==> src/rtl/fpkl_pkg.sv <==
/*
 Package for the front-panel button and keylock controller: register map,
 field positions, reset values, colour codes and timing counts.
 Assumes a 20 MHz system clock; all cycle counts derive from it.
*/
package fpkl_pkg;

   // ==========================================================
   // Clock and timing
   localparam int unsigned CLK_HZ = 20_000_000;
   localparam int unsigned LONG_PRESS_S = 6;
   localparam int unsigned MUTE_MIN = 10;
   localparam int unsigned TEST_STEP_S = 1;
   localparam int unsigned DEBOUNCE_MS = 10;
   localparam int unsigned LONG_W = 27;
   localparam int unsigned MUTE_W = 34;
   localparam int unsigned SEC_W = 25;
   localparam int unsigned DB_W = 18;
   localparam logic [LONG_W-1:0] LONG_CYC = LONG_W'(LONG_PRESS_S * CLK_HZ);
   localparam longint unsigned MUTE_CYC_L =
      longint'(MUTE_MIN) * 64'd60 * longint'(CLK_HZ);
   localparam logic [MUTE_W-1:0] MUTE_CYC = MUTE_W'(MUTE_CYC_L);
   localparam logic [SEC_W-1:0] SEC_CYC = SEC_W'(TEST_STEP_S * CLK_HZ);
   localparam logic [DB_W-1:0] DB_CYC = DB_W'(DEBOUNCE_MS * (CLK_HZ / 1000));

   // ==========================================================
   // Inputs and indicator codes
   localparam int unsigned NLOCK = 4;
   localparam logic [1:0] COL_OFF = 2'h0;
   localparam logic [1:0] COL_RED = 2'h1;
   localparam logic [1:0] COL_GREEN = 2'h2;
   localparam logic [1:0] COL_BLUE = 2'h3;

   // ==========================================================
   // Register map (byte addresses)
   localparam logic [3:0] REG_CTRL = 4'h0;
   localparam logic [3:0] REG_STATUS = 4'h4;
   localparam logic [3:0] REG_IRQ_STAT = 4'h8;
   localparam logic [3:0] REG_IRQ_MASK = 4'hc;
   localparam int unsigned CTRL_PORTS_EN = 0;
   localparam int unsigned CTRL_PWRUP_INH = 1;
   localparam logic [1:0] CTRL_RST = 2'h3;
   localparam int unsigned ST_KEY_RUN = 0;
   localparam int unsigned ST_BTN = 1;
   localparam int unsigned ST_WARN = 2;
   localparam int unsigned ST_MUTE = 3;
   localparam int unsigned ST_PILOT_ALT = 4;
   localparam int unsigned ST_ROUTE_BLK = 5;
   localparam int unsigned ST_LOCK_LSB = 8;
   localparam int unsigned ST_STEP_LSB = 16;
   localparam int unsigned NIRQ = 4;
   localparam int unsigned IRQ_SHORT = 0;
   localparam int unsigned IRQ_LONG = 1;
   localparam int unsigned IRQ_REFUSED = 2;
   localparam int unsigned IRQ_LOCK = 3;
   localparam logic [NIRQ-1:0] IRQ_MASK_RST = 4'h0;

   // Press measurement states
   typedef enum logic [1:0] {
      PR_IDLE,
      PR_PRESS,
      PR_HELD
   } fpkl_press_t;

endpackage : fpkl_pkg

==> src/rtl/fpkl_debounce.sv <==
/*
 Two-flop synchroniser followed by a stability debouncer for a group of
 pin inputs. The group output changes only after the synchronised value
 has held still for the debounce count. Assumes asynchronous pins.
*/
`timescale 1ns/100ps
module fpkl_debounce
   import fpkl_pkg::*;
#(
   parameter int unsigned WIDTH = 1,
   parameter logic [WIDTH-1:0] P_RST = '0,
   parameter logic [DB_W-1:0] P_DB_CYC = DB_CYC
) (
   // Clock, reset, enable
   input wire logic i_sys_clk,
   input wire logic i_nrst,
   input wire logic i_ce,
   // Raw pins and clean level
   input wire logic [WIDTH-1:0] i_pin,
   output logic [WIDTH-1:0] o_level
);

   logic [WIDTH-1:0] meta_ff, sync_ff, last_ff, level_ff;
   logic [WIDTH-1:0] nxt_last, nxt_level;
   logic [DB_W-1:0] cnt_ff, nxt_cnt;

   // ==========================================================
   // Debounce: restart count on any change of the synced value
   always_comb begin
      nxt_last = sync_ff;
      nxt_level = level_ff;
      nxt_cnt = cnt_ff;
      if (sync_ff != last_ff) begin
         nxt_cnt = '0;
      end else if (cnt_ff >= P_DB_CYC - 1'b1) begin
         nxt_level = last_ff;
      end else begin
         nxt_cnt = cnt_ff + 1'b1;
      end
   end

   // Only the second flop reads the first
   always_ff @(posedge i_sys_clk) begin
      if (!i_nrst) begin
         meta_ff <= P_RST;
         sync_ff <= P_RST;
         last_ff <= P_RST;
         level_ff <= P_RST;
         cnt_ff <= '0;
      end else if (i_ce) begin
         meta_ff <= i_pin;
         sync_ff <= meta_ff;
         last_ff <= nxt_last;
         level_ff <= nxt_level;
         cnt_ff <= nxt_cnt;
      end
   end

   assign o_level = level_ff;

endmodule : fpkl_debounce

==> src/rtl/fpkl_ctrl.sv <==
/*
 Front-panel pushbutton and keylock controller: press timing, alarm mute,
 indicator self-tests, power requests, routing lock and module lock
 warnings, with an Avalon-MM register slave and one level interrupt.
 Assumes button, key and lock contacts are raw pins; all other inputs
 are synchronous to i_sys_clk.
*/
// Contract
// - Short press while sounding mutes alarm ten minutes
// - Mute leaves alarm relay output unchanged
// - Short press runs dashboard red-green-blue test
// - Short press runs pilot red-green test
// - Short press clears alternating pilot status
// - Run key long hold requests power toggle
// - Locked key long hold starts no sequence
// - Key decoded as run or locked only
// - Touch console plus locked key blocks routing
// - Key never affects serial and USB ports
// - Unsecured module raises warning, may inhibit power-up
// - Alternating pilot marks unattended auto restart
`timescale 1ns/100ps
module fpkl_ctrl
   import fpkl_pkg::*;
#(
   parameter logic [LONG_W-1:0] P_LONG_CYC = LONG_CYC,
   parameter logic [MUTE_W-1:0] P_MUTE_CYC = MUTE_CYC,
   parameter logic [SEC_W-1:0] P_SEC_CYC = SEC_CYC,
   parameter logic [DB_W-1:0] P_DB_CYC = DB_CYC
) (
   // Clock, reset, enable
   input wire logic i_sys_clk,
   input wire logic i_nrst,
   input wire logic i_ce,
   // Front-panel pins
   input wire logic i_btn,
   input wire logic i_key_run,
   input wire logic [NLOCK-1:0] i_lock_secure,
   // System state
   input wire logic i_alarm_sounding,
   input wire logic i_alarm_relay,
   input wire logic i_sys_on,
   input wire logic i_auto_restart,
   input wire logic i_touch_console_option,
   // Actions
   output logic o_audible_alarm,
   output logic o_alarm_mute,
   output logic o_alarm_relay,
   output logic [1:0] o_dash_color,
   output logic [1:0] o_pilot_color,
   output logic o_pilot_alt,
   output logic o_pwr_up_req,
   output logic o_pwr_down_req,
   output logic o_route_block,
   output logic o_ports_en,
   output logic o_sys_warn,
   output logic o_pwrup_inhibit,
   // Avalon-MM slave
   input wire logic [3:0] i_avs_address,
   input wire logic i_avs_read,
   input wire logic i_avs_write,
   input wire logic [31:0] i_avs_writedata,
   input wire logic [3:0] i_avs_byteenable,
   output logic [31:0] o_avs_readdata,
   output logic o_avs_waitrequest,
   // Interrupt
   output logic o_irq
);

   // ==========================================================
   // Clean inputs
   logic btn_db, key_db;
   logic [NLOCK-1:0] lock_db;

   fpkl_debounce #(.WIDTH(1), .P_RST(1'b0), .P_DB_CYC(P_DB_CYC)) u_btn (
      .i_sys_clk(i_sys_clk), .i_nrst(i_nrst), .i_ce(i_ce),
      .i_pin(i_btn), .o_level(btn_db));
   // key is one bit: run or locked
   fpkl_debounce #(.WIDTH(1), .P_RST(1'b0), .P_DB_CYC(P_DB_CYC)) u_key (
      .i_sys_clk(i_sys_clk), .i_nrst(i_nrst), .i_ce(i_ce),
      .i_pin(i_key_run), .o_level(key_db));
   fpkl_debounce #(.WIDTH(NLOCK), .P_RST('1), .P_DB_CYC(P_DB_CYC)) u_lock (
      .i_sys_clk(i_sys_clk), .i_nrst(i_nrst), .i_ce(i_ce),
      .i_pin(i_lock_secure), .o_level(lock_db));

   // ==========================================================
   // Press timing
   fpkl_press_t st_ff, nxt_st;
   logic [LONG_W-1:0] hold_ff, nxt_hold;
   logic short_ev, long_ev;

   // Short event only from PRESS, so a long hold never ends short
   always_comb begin
      nxt_st = st_ff;
      nxt_hold = hold_ff;
      short_ev = 1'b0;
      long_ev = 1'b0;
      unique case (st_ff)
         PR_IDLE: begin
            nxt_hold = '0;
            if (btn_db) begin
               nxt_st = PR_PRESS;
            end
         end
         PR_PRESS: begin
            if (!btn_db) begin
               short_ev = 1'b1;
               nxt_st = PR_IDLE;
            end else if (hold_ff >= P_LONG_CYC - 1'b1) begin
               long_ev = 1'b1;
               nxt_st = PR_HELD;
            end else begin
               nxt_hold = hold_ff + 1'b1;
            end
         end
         PR_HELD: begin
            if (!btn_db) begin
               nxt_st = PR_IDLE;
            end
         end
         // Unused code of the 2-bit state falls back to idle
         default: begin
            nxt_st = PR_IDLE;
         end
      endcase
   end

   always_ff @(posedge i_sys_clk) begin
      if (!i_nrst) begin
         st_ff <= PR_IDLE;
         hold_ff <= '0;
      end else if (i_ce) begin
         st_ff <= nxt_st;
         hold_ff <= nxt_hold;
      end
   end

   // ==========================================================
   // Actions: mute, tests, pilot status, power, routing
   logic [MUTE_W-1:0] mute_ff, nxt_mute;
   logic [SEC_W-1:0] sec_ff, nxt_sec;
   logic [1:0] step_ff, nxt_step;
   logic alt_ff, nxt_alt;
   logic up_ff, nxt_up, down_ff, nxt_down;
   logic refused, warn;
   logic [1:0] ctrl_ff;

   assign warn = ~&lock_db;

   always_comb begin
      nxt_mute = mute_ff;
      nxt_sec = sec_ff;
      nxt_step = step_ff;
      nxt_alt = alt_ff;
      nxt_up = 1'b0;
      nxt_down = 1'b0;
      refused = 1'b0;
      // Mute timer runs down regardless of key
      if (mute_ff != '0) begin
         nxt_mute = mute_ff - 1'b1;
      end
      // Step the self-test once per second
      if (step_ff != 2'h0) begin
         if (sec_ff == '0) begin
            nxt_step = step_ff + 2'h1;
            nxt_sec = P_SEC_CYC - 1'b1;
         end else begin
            nxt_sec = sec_ff - 1'b1;
         end
      end
      if (i_auto_restart && i_sys_on) begin
         nxt_alt = 1'b1;
      end
      if (short_ev) begin
         if (i_alarm_sounding) begin
            nxt_mute = P_MUTE_CYC;
         end
         nxt_step = 2'h1;
         nxt_sec = P_SEC_CYC - 1'b1;
         nxt_alt = 1'b0;
      end
      // long hold acts only with key in run
      if (long_ev) begin
         if (!key_db) begin
            refused = 1'b1;
         end else if (i_sys_on) begin
            nxt_down = 1'b1;
         end else if (warn && ctrl_ff[CTRL_PWRUP_INH]) begin
            refused = 1'b1;
         end else begin
            nxt_up = 1'b1;
         end
      end
   end

   always_ff @(posedge i_sys_clk) begin
      if (!i_nrst) begin
         mute_ff <= '0;
         sec_ff <= '0;
         step_ff <= 2'h0;
         alt_ff <= 1'b0;
         up_ff <= 1'b0;
         down_ff <= 1'b0;
      end else if (i_ce) begin
         mute_ff <= nxt_mute;
         sec_ff <= nxt_sec;
         step_ff <= nxt_step;
         alt_ff <= nxt_alt;
         up_ff <= nxt_up;
         down_ff <= nxt_down;
      end
   end

   // ==========================================================
   // Output flops; colours decoded ahead so outputs stay registered
   logic [1:0] nxt_dash, nxt_pilot;
   always_comb begin
      nxt_dash = nxt_step;
      nxt_pilot = (nxt_step == 2'h3) ? COL_OFF : nxt_step;
   end

   always_ff @(posedge i_sys_clk) begin
      if (!i_nrst) begin
         o_audible_alarm <= 1'b0;
         o_alarm_mute <= 1'b0;
         o_alarm_relay <= 1'b0;
         o_dash_color <= COL_OFF;
         o_pilot_color <= COL_OFF;
         o_pilot_alt <= 1'b0;
         o_route_block <= 1'b0;
         o_ports_en <= 1'b0;
         o_sys_warn <= 1'b0;
         o_pwrup_inhibit <= 1'b0;
      end else if (i_ce) begin
         o_audible_alarm <= i_alarm_sounding && (nxt_mute == '0);
         o_alarm_mute <= nxt_mute != '0;
         // relay follows the alarm, never the mute
         o_alarm_relay <= i_alarm_relay;
         o_dash_color <= nxt_dash;
         o_pilot_color <= nxt_pilot;
         o_pilot_alt <= nxt_alt;
         // locked key blocks touch console routing
         o_route_block <= i_touch_console_option && !key_db;
         // port enable from software only, key not used
         o_ports_en <= ctrl_ff[CTRL_PORTS_EN];
         o_sys_warn <= warn;
         o_pwrup_inhibit <= warn && ctrl_ff[CTRL_PWRUP_INH];
      end
   end

   assign o_pwr_up_req = up_ff;
   assign o_pwr_down_req = down_ff;

   // ==========================================================
   // Avalon-MM slave: one wait state, then the taking edge
   logic wait_ff, nxt_wait;
   logic [31:0] rdata_ff, nxt_rdata;
   logic [NIRQ-1:0] irq_st_ff, nxt_irq_st, irq_mask_ff, nxt_irq_mask, ev;
   logic [1:0] nxt_ctrl;
   logic irq_ff, nxt_irq, warn_q_ff, req, take;

   assign req = i_avs_read || i_avs_write;
   assign take = req && !wait_ff;

   always_comb begin
      ev = '0;
      ev[IRQ_SHORT] = short_ev;
      ev[IRQ_LONG] = nxt_up || nxt_down;
      ev[IRQ_REFUSED] = refused;
      ev[IRQ_LOCK] = warn && !warn_q_ff;
      nxt_wait = !(req && wait_ff);
      nxt_rdata = rdata_ff;
      nxt_ctrl = ctrl_ff;
      nxt_irq_mask = irq_mask_ff;
      nxt_irq_st = irq_st_ff;
      // Read data loaded during the wait cycle, held for the take edge
      if (req && wait_ff) begin
         nxt_rdata = '0;
         unique case (i_avs_address)
            REG_CTRL: nxt_rdata[1:0] = ctrl_ff;
            REG_STATUS: begin
               nxt_rdata[ST_KEY_RUN] = key_db;
               nxt_rdata[ST_BTN] = btn_db;
               nxt_rdata[ST_WARN] = warn;
               nxt_rdata[ST_MUTE] = mute_ff != '0;
               nxt_rdata[ST_PILOT_ALT] = alt_ff;
               nxt_rdata[ST_ROUTE_BLK] = o_route_block;
               nxt_rdata[ST_LOCK_LSB +: NLOCK] = lock_db;
               nxt_rdata[ST_STEP_LSB +: 2] = step_ff;
            end
            REG_IRQ_STAT: nxt_rdata[NIRQ-1:0] = irq_st_ff;
            REG_IRQ_MASK: nxt_rdata[NIRQ-1:0] = irq_mask_ff;
            default: nxt_rdata = '0;
         endcase
      end
      if (take && i_avs_write && i_avs_byteenable[0]) begin
         if (i_avs_address == REG_CTRL) begin
            nxt_ctrl = i_avs_writedata[1:0];
         end
         if (i_avs_address == REG_IRQ_MASK) begin
            nxt_irq_mask = i_avs_writedata[NIRQ-1:0];
         end
      end
      // Read clears; a same-cycle event still sets
      if (take && i_avs_read && i_avs_address == REG_IRQ_STAT) begin
         nxt_irq_st = '0;
      end
      nxt_irq_st = nxt_irq_st | ev;
      nxt_irq = |(nxt_irq_st & nxt_irq_mask);
   end

   always_ff @(posedge i_sys_clk) begin
      if (!i_nrst) begin
         wait_ff <= 1'b1;
         rdata_ff <= '0;
         ctrl_ff <= CTRL_RST;
         irq_mask_ff <= IRQ_MASK_RST;
         irq_st_ff <= '0;
         irq_ff <= 1'b0;
         warn_q_ff <= 1'b0;
      end else if (i_ce) begin
         wait_ff <= nxt_wait;
         rdata_ff <= nxt_rdata;
         ctrl_ff <= nxt_ctrl;
         irq_mask_ff <= nxt_irq_mask;
         irq_st_ff <= nxt_irq_st;
         irq_ff <= nxt_irq;
         warn_q_ff <= warn;
      end
   end

   assign o_avs_readdata = rdata_ff;
   assign o_avs_waitrequest = wait_ff;
   assign o_irq = irq_ff;
endmodule : fpkl_ctrl

==> config.mk <==
export PLATFORM = sky130hd
export DESIGN_NAME = fpkl_ctrl
export DESIGN_NICKNAME = d
export VERILOG_FILES = /design/src/rtl/fpkl_pkg.sv /design/src/rtl/fpkl_debounce.sv /design/src/rtl/fpkl_ctrl.sv
export SDC_FILE = /design/constraint.sdc
export NUM_CORES = 1
export LEC_CHECK = 0
export BUFFER_PORTS_ARGS = -buffer_cell sky130_fd_sc_hd__buf_2
export CAP_MARGIN = 40
export CORE_MARGIN = 2
export CORE_UTILIZATION = 53
export CTS_BUF_LIST = sky130_fd_sc_hd__clkbuf_8
export DETAILED_ROUTE_END_ITERATION = 10
export PLACE_DENSITY_LB_ADDON = 0.12
export SETUP_SLACK_MARGIN = 0.3
export SLEW_MARGIN = 20
export SYNTH_ARGS = -nofsm -noshare
export SYNTH_HDL_FRONTEND = slang
export SYNTH_HIERARCHICAL = 1
export SYNTH_SLANG_ARGS = --single-unit
==> constraint.sdc <==
create_clock -name i_sys_clk -period 4.2 [get_ports i_sys_clk]
set_clock_uncertainty 0.05 [all_clocks]
set_input_delay 0.84 -clock i_sys_clk [delete_from_list [all_inputs] [get_ports i_sys_clk]]
set_output_delay 0.84 -clock i_sys_clk [all_outputs]
set_load 0.02 [all_outputs]
==> results.yml, run 1 <==
global_routing:
  grt_pass1_vias: 9484
  antenna_found_initial: 2
  track_usage: 0.260
  grt_max_degree: 49
  grt_overflow: 0
  grt_pass1_wl_um: 47800
outcome:
  status: "complete, no violations"
detailed_routing:
  routed_wl_um: 29000
  ant_nets: 0
  vias_per_cell: 6.10
  vias: 10511
  drt_pass1_iterations: 7
  wl_per_cell_um: 16.8
  drtIter0Drc: 854
  drc: 0
logic_synthesis:
  synth_top_area_share: 0.367
  yosys_warnings: 6
  synth_area_sq_um: 11100
  synth_seq_cells: 204
  synth_edf_count: 0
  ys_seq_area_frac: 0.367
  synthCells: 1375
  yosysUniqueCellTypes: 86
  async_flop_share: 0
  synth_area_leaders: "dfxtp_1, nor2_1, nand2_1"
  avgSynthCellArea_sq_um: 8.09
  yosysTopAreaCell: "dfxtp_1"
  ys.flop_type: "dfxtp_1"
critical_path:
  critPathRequiredTime_ns: 4.56
  crit_path_cell_trace: "inv_1 > ha_1 > or4b_4 > or4_1 > a21o_1 > o31ai_4 > nand3_2 > nor4_1 > nand4_1 > o211a_1"
  cp_max_fo: 11
  r2r_cells: 10
  r2r-start: "mute_ff[0]$_SDFFE_PN0P_"
  rrSetupSlack_ns: 0.88
  cp_slowest_cell: "or4_1"
  r2r-end: "o_alarm_mute$_SDFFE_PN0P_"
  end_kind: "flip-flop"
  critPathArrivalTime_ns: 3.67
  start_kind: "flip-flop"
  cpPeakStageDelay_ns: 0.59
  worst-setup-path-type: "flip-flop to flip-flop"
cells_and_area:
  area_delta_synth_final_pct: 10.5
  layout.nets: 1485
  layout.area.seq_sq_um: 4080
  drive_above_1_share: 0.126
  multi_input_area_sq_um: 6560
  fill_cells: 2009
clock_tree:
  postCtsSetupBuffers: 0
  cts_buffer_depth: 3
  cts_hold_buf: 0
  cts-htree-levels: 2
  cts_tree: "built"
  numCtsBuffers: 38
  cts.sinks: 204
  insertion_delay_ns: 0.52
  cts_resized: 0
  root_buffer: "clkbuf_8"
  clk_pin_slew_ns: 0.06
floorplan:
  start_util: 0.534
  row_count: 53
  core_sq_um: 20800
  die_h_um: 149
  pin_count: 104
  die_area_sq_um: 22200
  die_w_um: 149
hold_path:
  hp-class: "flip-flop to flip-flop"
  hold_end: "hold_ff[26]$_SDFFE_PN0P_"
  hold_path_startpoint: "hold_ff[26]$_SDFFE_PN0P_"
  holdPathStages: 2
place:
  port-buffer-count: 52
  place_congestion: 0.909
  hpwl_um: 20000
power_and_ir_drop:
  p_per_area_nw_per_um2: 573
  ir_drop_v: 0.000371
  p_leak_nw: 4.73
timing:
  worst_pin_slew_ns: 0.822
  tns_ns: 0
  clock.fmax_mhz: 302
  rsz0062_at_grt: "no"
  fin_crit_sh: 0.789
  hold_violations: 0
  slew_violations: 0
  finalSetupViolCount: 0
  relSlewSlack: 0.448
  period_needed_ns: 3.32
  hold-worst-slack_ns: 0.406
job:
  drv_cap: 0
## layout by cell type, fill, tap and decap left out, types with 23 or more instances in the layout
| cell | instances |
|---|---|
| a21oi_1 | 76 |
| a22oi_1 | 24 |
| buf_2 | 51 |
| clkbuf_8 | 50 |
| dfxtp_1 | 204 |
| inv_1 | 34 |
| mux2i_1 | 48 |
| nand2_1 | 131 |
| nand3_1 | 66 |
| nand4_1 | 48 |
| nor2_1 | 168 |
| nor3_1 | 45 |
| o21ai_0 | 64 |
| xnor2_1 | 23 |
| xor2_1 | 25 |
## worst max path at each step
| stage | from | to | slack [ns] | cells past startpoint |
|---|---|---|---|---|
| after CTS | mute_ff[0]$_SDFFE_PN0P_ | o_audible_alarm$_SDFFE_PN0P_ | 0.90 | 10 |
| after global placement | mute_ff[0]$_SDFFE_PN0P_ | o_audible_alarm$_SDFFE_PN0P_ | 0.93 | 10 |
| final | mute_ff[0]$_SDFFE_PN0P_ | o_alarm_mute$_SDFFE_PN0P_ | 0.88 | 10 |
| after floorplan | mute_ff[0]$_SDFFE_PN0P_ | o_alarm_mute$_SDFFE_PN0P_ | 1.27 | 12 |
| after global routing | mute_ff[0]$_SDFFE_PN0P_ | o_alarm_mute$_SDFFE_PN0P_ | 0.71 | 10 |
| after detailed placement | mute_ff[0]$_SDFFE_PN0P_ | o_audible_alarm$_SDFFE_PN0P_ | 0.91 | 10 |
## logic make-up (layout without fill, tap and decap cells)
| logic type | after synthesis | count (layout) | share of synthesized area |
|---|---|---|---|
| adder cells (fa/ha/maj) | 8 | 8 | 0.00899 |
| AND/OR/NAND/NOR | 631 | 631 | 0.292 |
| buffers and inverters | 111 | 165 | 0.0506 |
| other | 1 | 21 | 0.000337 |
| AO/OA/AOI/OAI | 319 | 319 | 0.193 |
| XOR/XNOR | 48 | 48 | 0.0378 |
| multiplexers | 53 | 53 | 0.0503 |
| flip-flops | 204 | 204 | 0.367 |
## synthesized netlist by cell type (24+ instances only)
cell type  instances
clkbuf_1          42
mux2i_1           48
dfxtp_1          204
a22oi_1           24
a21oi_1           76
nor3_1            45
buf_4             24
xor2_1            25
nor2_1           168
nand4_1           48
nand3_1           66
nand2_1          131
o21ai_0           64
## through the flow
step,cells,area (sq um),setup WS (ns),power [mW],utilization
finish,1724,12300,0.884,7.05,0.591
floorplan,1394,11200,1.27,4.43,-
global placement,1654,11500,0.929,5.06,0.552
global route,1723,12300,0.712,7.50,0.591
detailed placement,1654,11500,0.912,5.07,0.552
CTS,1721,12300,0.898,7.04,0.590
## metal layers
metal / wire length, um / part of all wire / track usage / up-vias
met5: 19 / 0.00065 / 0 / -
met4: 486 / 0.017 / 0.0748 / 2
met3: 1850 / 0.064 / 0.0550 / 41
met2: 13400 / 0.46 / 0.420 / 305
met1: 13300 / 0.46 / 0.351 / 4990
li1: - / - / - / 5173
## registers in the layout (all words and copies together) (netlist names), 12 cells and up
name,flops
mute_ff,34
hold_ff,27
sec_ff,25
u_btn/cnt_ff,18
u_key/cnt_ff,18
u_lock/cnt_ff,18
o_avs_readdata,12
## critical path: cells and delay by family (launching register included)
family                   cells  cell delay, ns
buffers and inverters        1            0.09
AND/OR/NAND/NOR              5            1.67
adder cells (fa/ha/maj)      1            0.27
flip-flops                   1            0.35
AO/OA/AOI/OAI                3            0.75
## power breakdown
group          internal, mW  leakage [nW]  switching, mW  total [mW]
logic                  1.04          2.62           1.71        2.75
clock network          1.12         0.451          0.819        1.94
registers              2.10          1.65          0.259        2.36
total                  4.26          4.73           2.79        7.05
## area by class of cell
class	count	share of cell area
Multi-Input combinational cell	1079	0.533
Sequential cell	204	0.332
Clock buffer	50	0.0559
Timing Repair Buffer	74	0.0356
Tap cell	275	0.0280
Clock inverter	17	0.00783
Inverter	24	0.00732
Antenna cell	1	0.000203
(Power assumes the default switching activity.)
==> run 2, diff against run 1 <==
- ABC_AREA: default -> 1
- clock period: 4.2 -> 2.7 ns (I/O delays scaled with it)
==> run 2 against run 1 <==
Effect of this change: synthesized cell count up 44%; global-route usage up 0.70 points; final cell count up 38%; core utilization up 0.66 points; critical endpoint unchanged.
==> results.yml, run 2 <==
outcome:
  status: "complete, no violations"
detailed_routing:
  drtIter0Drc: 1003
  vias_per_cell: 5.33
  drt_pass1_iterations: 5
  drc: 0
  ant_nets: 0
  wl_per_cell_um: 14.2
  routed_wl_um: 33800
  vias: 12698
job:
  drv_cap: 0
timing:
  tns_ns: 0
  relSlewSlack: 0.509
  fin_crit_sh: 0.867
  hold_violations: 0
  clock.fmax_mhz: 427
  finalSetupViolCount: 0
  worst_pin_slew_ns: 0.736
  slew_violations: 0
  rsz0062_at_grt: "yes"
  period_needed_ns: 2.34
logic_synthesis:
  synthCells: 1982
  synth_most_common_cell: "nand2_1"
  yosysTopAreaCell: "dfxtp_1"
  synth_top_area_share: 0.323
  yosys_warnings: 6
  ys_seq_area_frac: 0.323
  yosysUniqueCellTypes: 50
  synth_area_leaders: "dfxtp_1, nand2_1, nor2_1"
  async_flop_share: 0
  synth_seq_cells: 204
  ys.flop_type: "dfxtp_1"
  synth_edf_count: 0
  avgSynthCellArea_sq_um: 6.37
  synth_common_cells: "nand2_1, nor2_1, inv_1"
  synth_area_sq_um: 12600
power_and_ir_drop:
  p_sw_frac: 0.302
  seqPwrFrac: 0.425
  clockPowerShare: 0.410
  p_switching_mw: 2.31
  ir_drop_v: 0.000471
  p_leak_nw: 5.92
  p_per_area_nw_per_um2: 546
  p_int_mw: 5.33
  total_power_mw: 7.64
  combPwrFrac: 0.166
cells_and_area:
  fin_cells: 2381
  final_common_cell: "nand2_1"
  final_cell_mix: "nand2_1, nor2_1, inv_1, dfxtp_1, a21oi_1"
  reg.largest.list: "mute_ff x34, hold_ff x27, sec_ff x25"
  largest_reg_flops: 34
  area_delta_synth_final_pct: 10.7
  drive_above_1_share: 0.122
  multi_input_area_sq_um: 7310
  layout.area.seq_sq_um: 4080
  top_register: "mute_ff"
  layout.nets: 2100
  fill_cells: 2343
critical_path:
  cp_max_fo: 12
  cpPeakStageDelay_ns: 0.35
  crit_start: "mute_ff[8]$_SDFFE_PN0P_"
  r2r-start: "mute_ff[8]$_SDFFE_PN0P_"
  cp.buffers_inverters: 1
  critPathArrivalTime_ns: 2.69
  critPathRequiredTime_ns: 3.05
  end_kind: "flip-flop"
  critPathTopFamily: "simple AND/OR/NAND/NOR gates"
  crit_path_cell_trace: "nor2_2 > nand2_2 > nor2_4 > nand2_2 > nor2_4 > buf_4 > nand2_4 > o221ai_1 > nand3_1 > nor2_2 > nand2_1 > nor2_2 > nand2_1 > nand2_1 > a21oi_1"
  worst-setup-path-type: "flip-flop to flip-flop"
  start_kind: "flip-flop"
  cp_slowest_cell: "dfxtp_1"
clock_tree:
  root_buffer: "clkbuf_8"
  cts_buffer_depth: 3
  cts-htree-levels: 2
  cts_tree: "built"
  numCtsBuffers: 39
  insertion_delay_ns: 0.53
  clk_pin_slew_ns: 0.07
  cts.sinks: 204
  cts_hold_buf: 0
hold_path:
  hold_path_startpoint: "i_lock_secure[2]"
  hp-class: "input pin to flip-flop"
place:
  port-buffer-count: 52
  place_congestion: 0.958
  hpwl_um: 24000
  place_inst: 2310
floorplan:
  die_h_um: 158
  die_w_um: 158
  start_util: 0.540
  pin_count: 104
  core_sq_um: 23400
  row_count: 56
  die_area_sq_um: 25100
global_routing:
  grt_overflow: 0
  grt_pass1_wl_um: 54800
  grt_pass1_vias: 11279
  grt_max_degree: 87
  antenna_found_initial: 1
  track_usage: 0.267
==> run 2: changes by cell type after synthesis, sizes merged, moves of 25 or more <==
cell,delta
o21ai,+34
a21oi,+85
nor2,+154
nand2,+353
or4,-25
nand3,+108
and3,-26
mux2i,-48
inv,+198
==> run 2: path summary, 6_finish.rpt <==
path | slack (ns) | cells past startpoint | to
worst max-delay path | 0.36 | 15 | o_alarm_mute$_SDFFE_PN0P_
worst max register to register | 0.36 | 15 | o_alarm_mute$_SDFFE_PN0P_
worst min-delay path | 0.17 | 3 | u_lock/meta_ff[2]$_SDFFE_PN1P_
worst min register to register | 0.41 | 2 | o_avs_readdata[17]$_SDFFE_PN0P_
==> run 2: metal layers <==
metal,vias up,track usage,wire [um]
met4,0,0.101,1230
met3,74,0.0411,1990
met5,-,0,0
li1,6511,-,-
met1,5776,0.357,15600
met2,337,0.434,15000
==> run 2: layout make-up <==
type | count | share of cell area
well taps | 319 | 0.0285
diodes | 1 | 0.000179
inverters | 228 | 0.0616
multi-input cells | 1482 | 0.523
flip-flops and latches | 204 | 0.292
repair buffers | 81 | 0.0373
clock inverters | 14 | 0.00644
clock buffers | 52 | 0.0512
==> run 2: kinds of logic after synthesis <==
| kind of cell | count (synthesis) | synth area share |
|---|---|---|
| buffers and inverters | 316 | 0.111 |
| DFF | 204 | 0.323 |
| AOI/OAI and AO/OA | 311 | 0.134 |
| and+or+nand+nor | 1092 | 0.388 |
| other | 1 | 0.000297 |
| adders and majority gates | 8 | 0.00793 |
| xor gates and xnor gates | 50 | 0.0359 |
==> run 2: repair_timing <==
| item | in CTS | in global routing |
|---|---|---|
| pin swaps | 0 | 4 |
| endpoints found under the setup margin | 1 | 22 |
| gates resized for setup | 1 | 24 |
| setup buffers | 0 | 3 |
| gates cloned | 0 | 1 |
==> run 2: tightest hold or removal path: cells and delay by family <==
| family | cells | cell delay, ns |
|---|---|---|
| simple gates | 2 | 0.10 |
| buf+inv | 1 | 0.07 |
==> run 2: power groups by stage <==
stage / registers [mW] / logic (mW) / clock network, mW
2_1_floorplan: 3.29 / 0.944 / 0
3_3_place_gp: 3.30 / 1.21 / 0
3_5_place_dp: 3.30 / 1.22 / 0
4_1_cts: 3.24 / 1.23 / 3.21
5_1_grt: 3.26 / 1.44 / 3.34
6_report: 3.24 / 1.27 / 3.13
==> run 2: stage by stage <==
step	area, sq um	setup slack [ns]	hold slack (ns)	utilization
5_1_grt	14000	0.200	0.163	0.597
6_report	14000	0.359	0.174	0.597
4_1_cts	13900	0.303	0.149	0.593
2_1_floorplan	12700	0.717	0.379	-
3_5_place_dp	13100	0.240	0.404	0.558
3_3_place_gp	13100	0.259	0.392	0.558
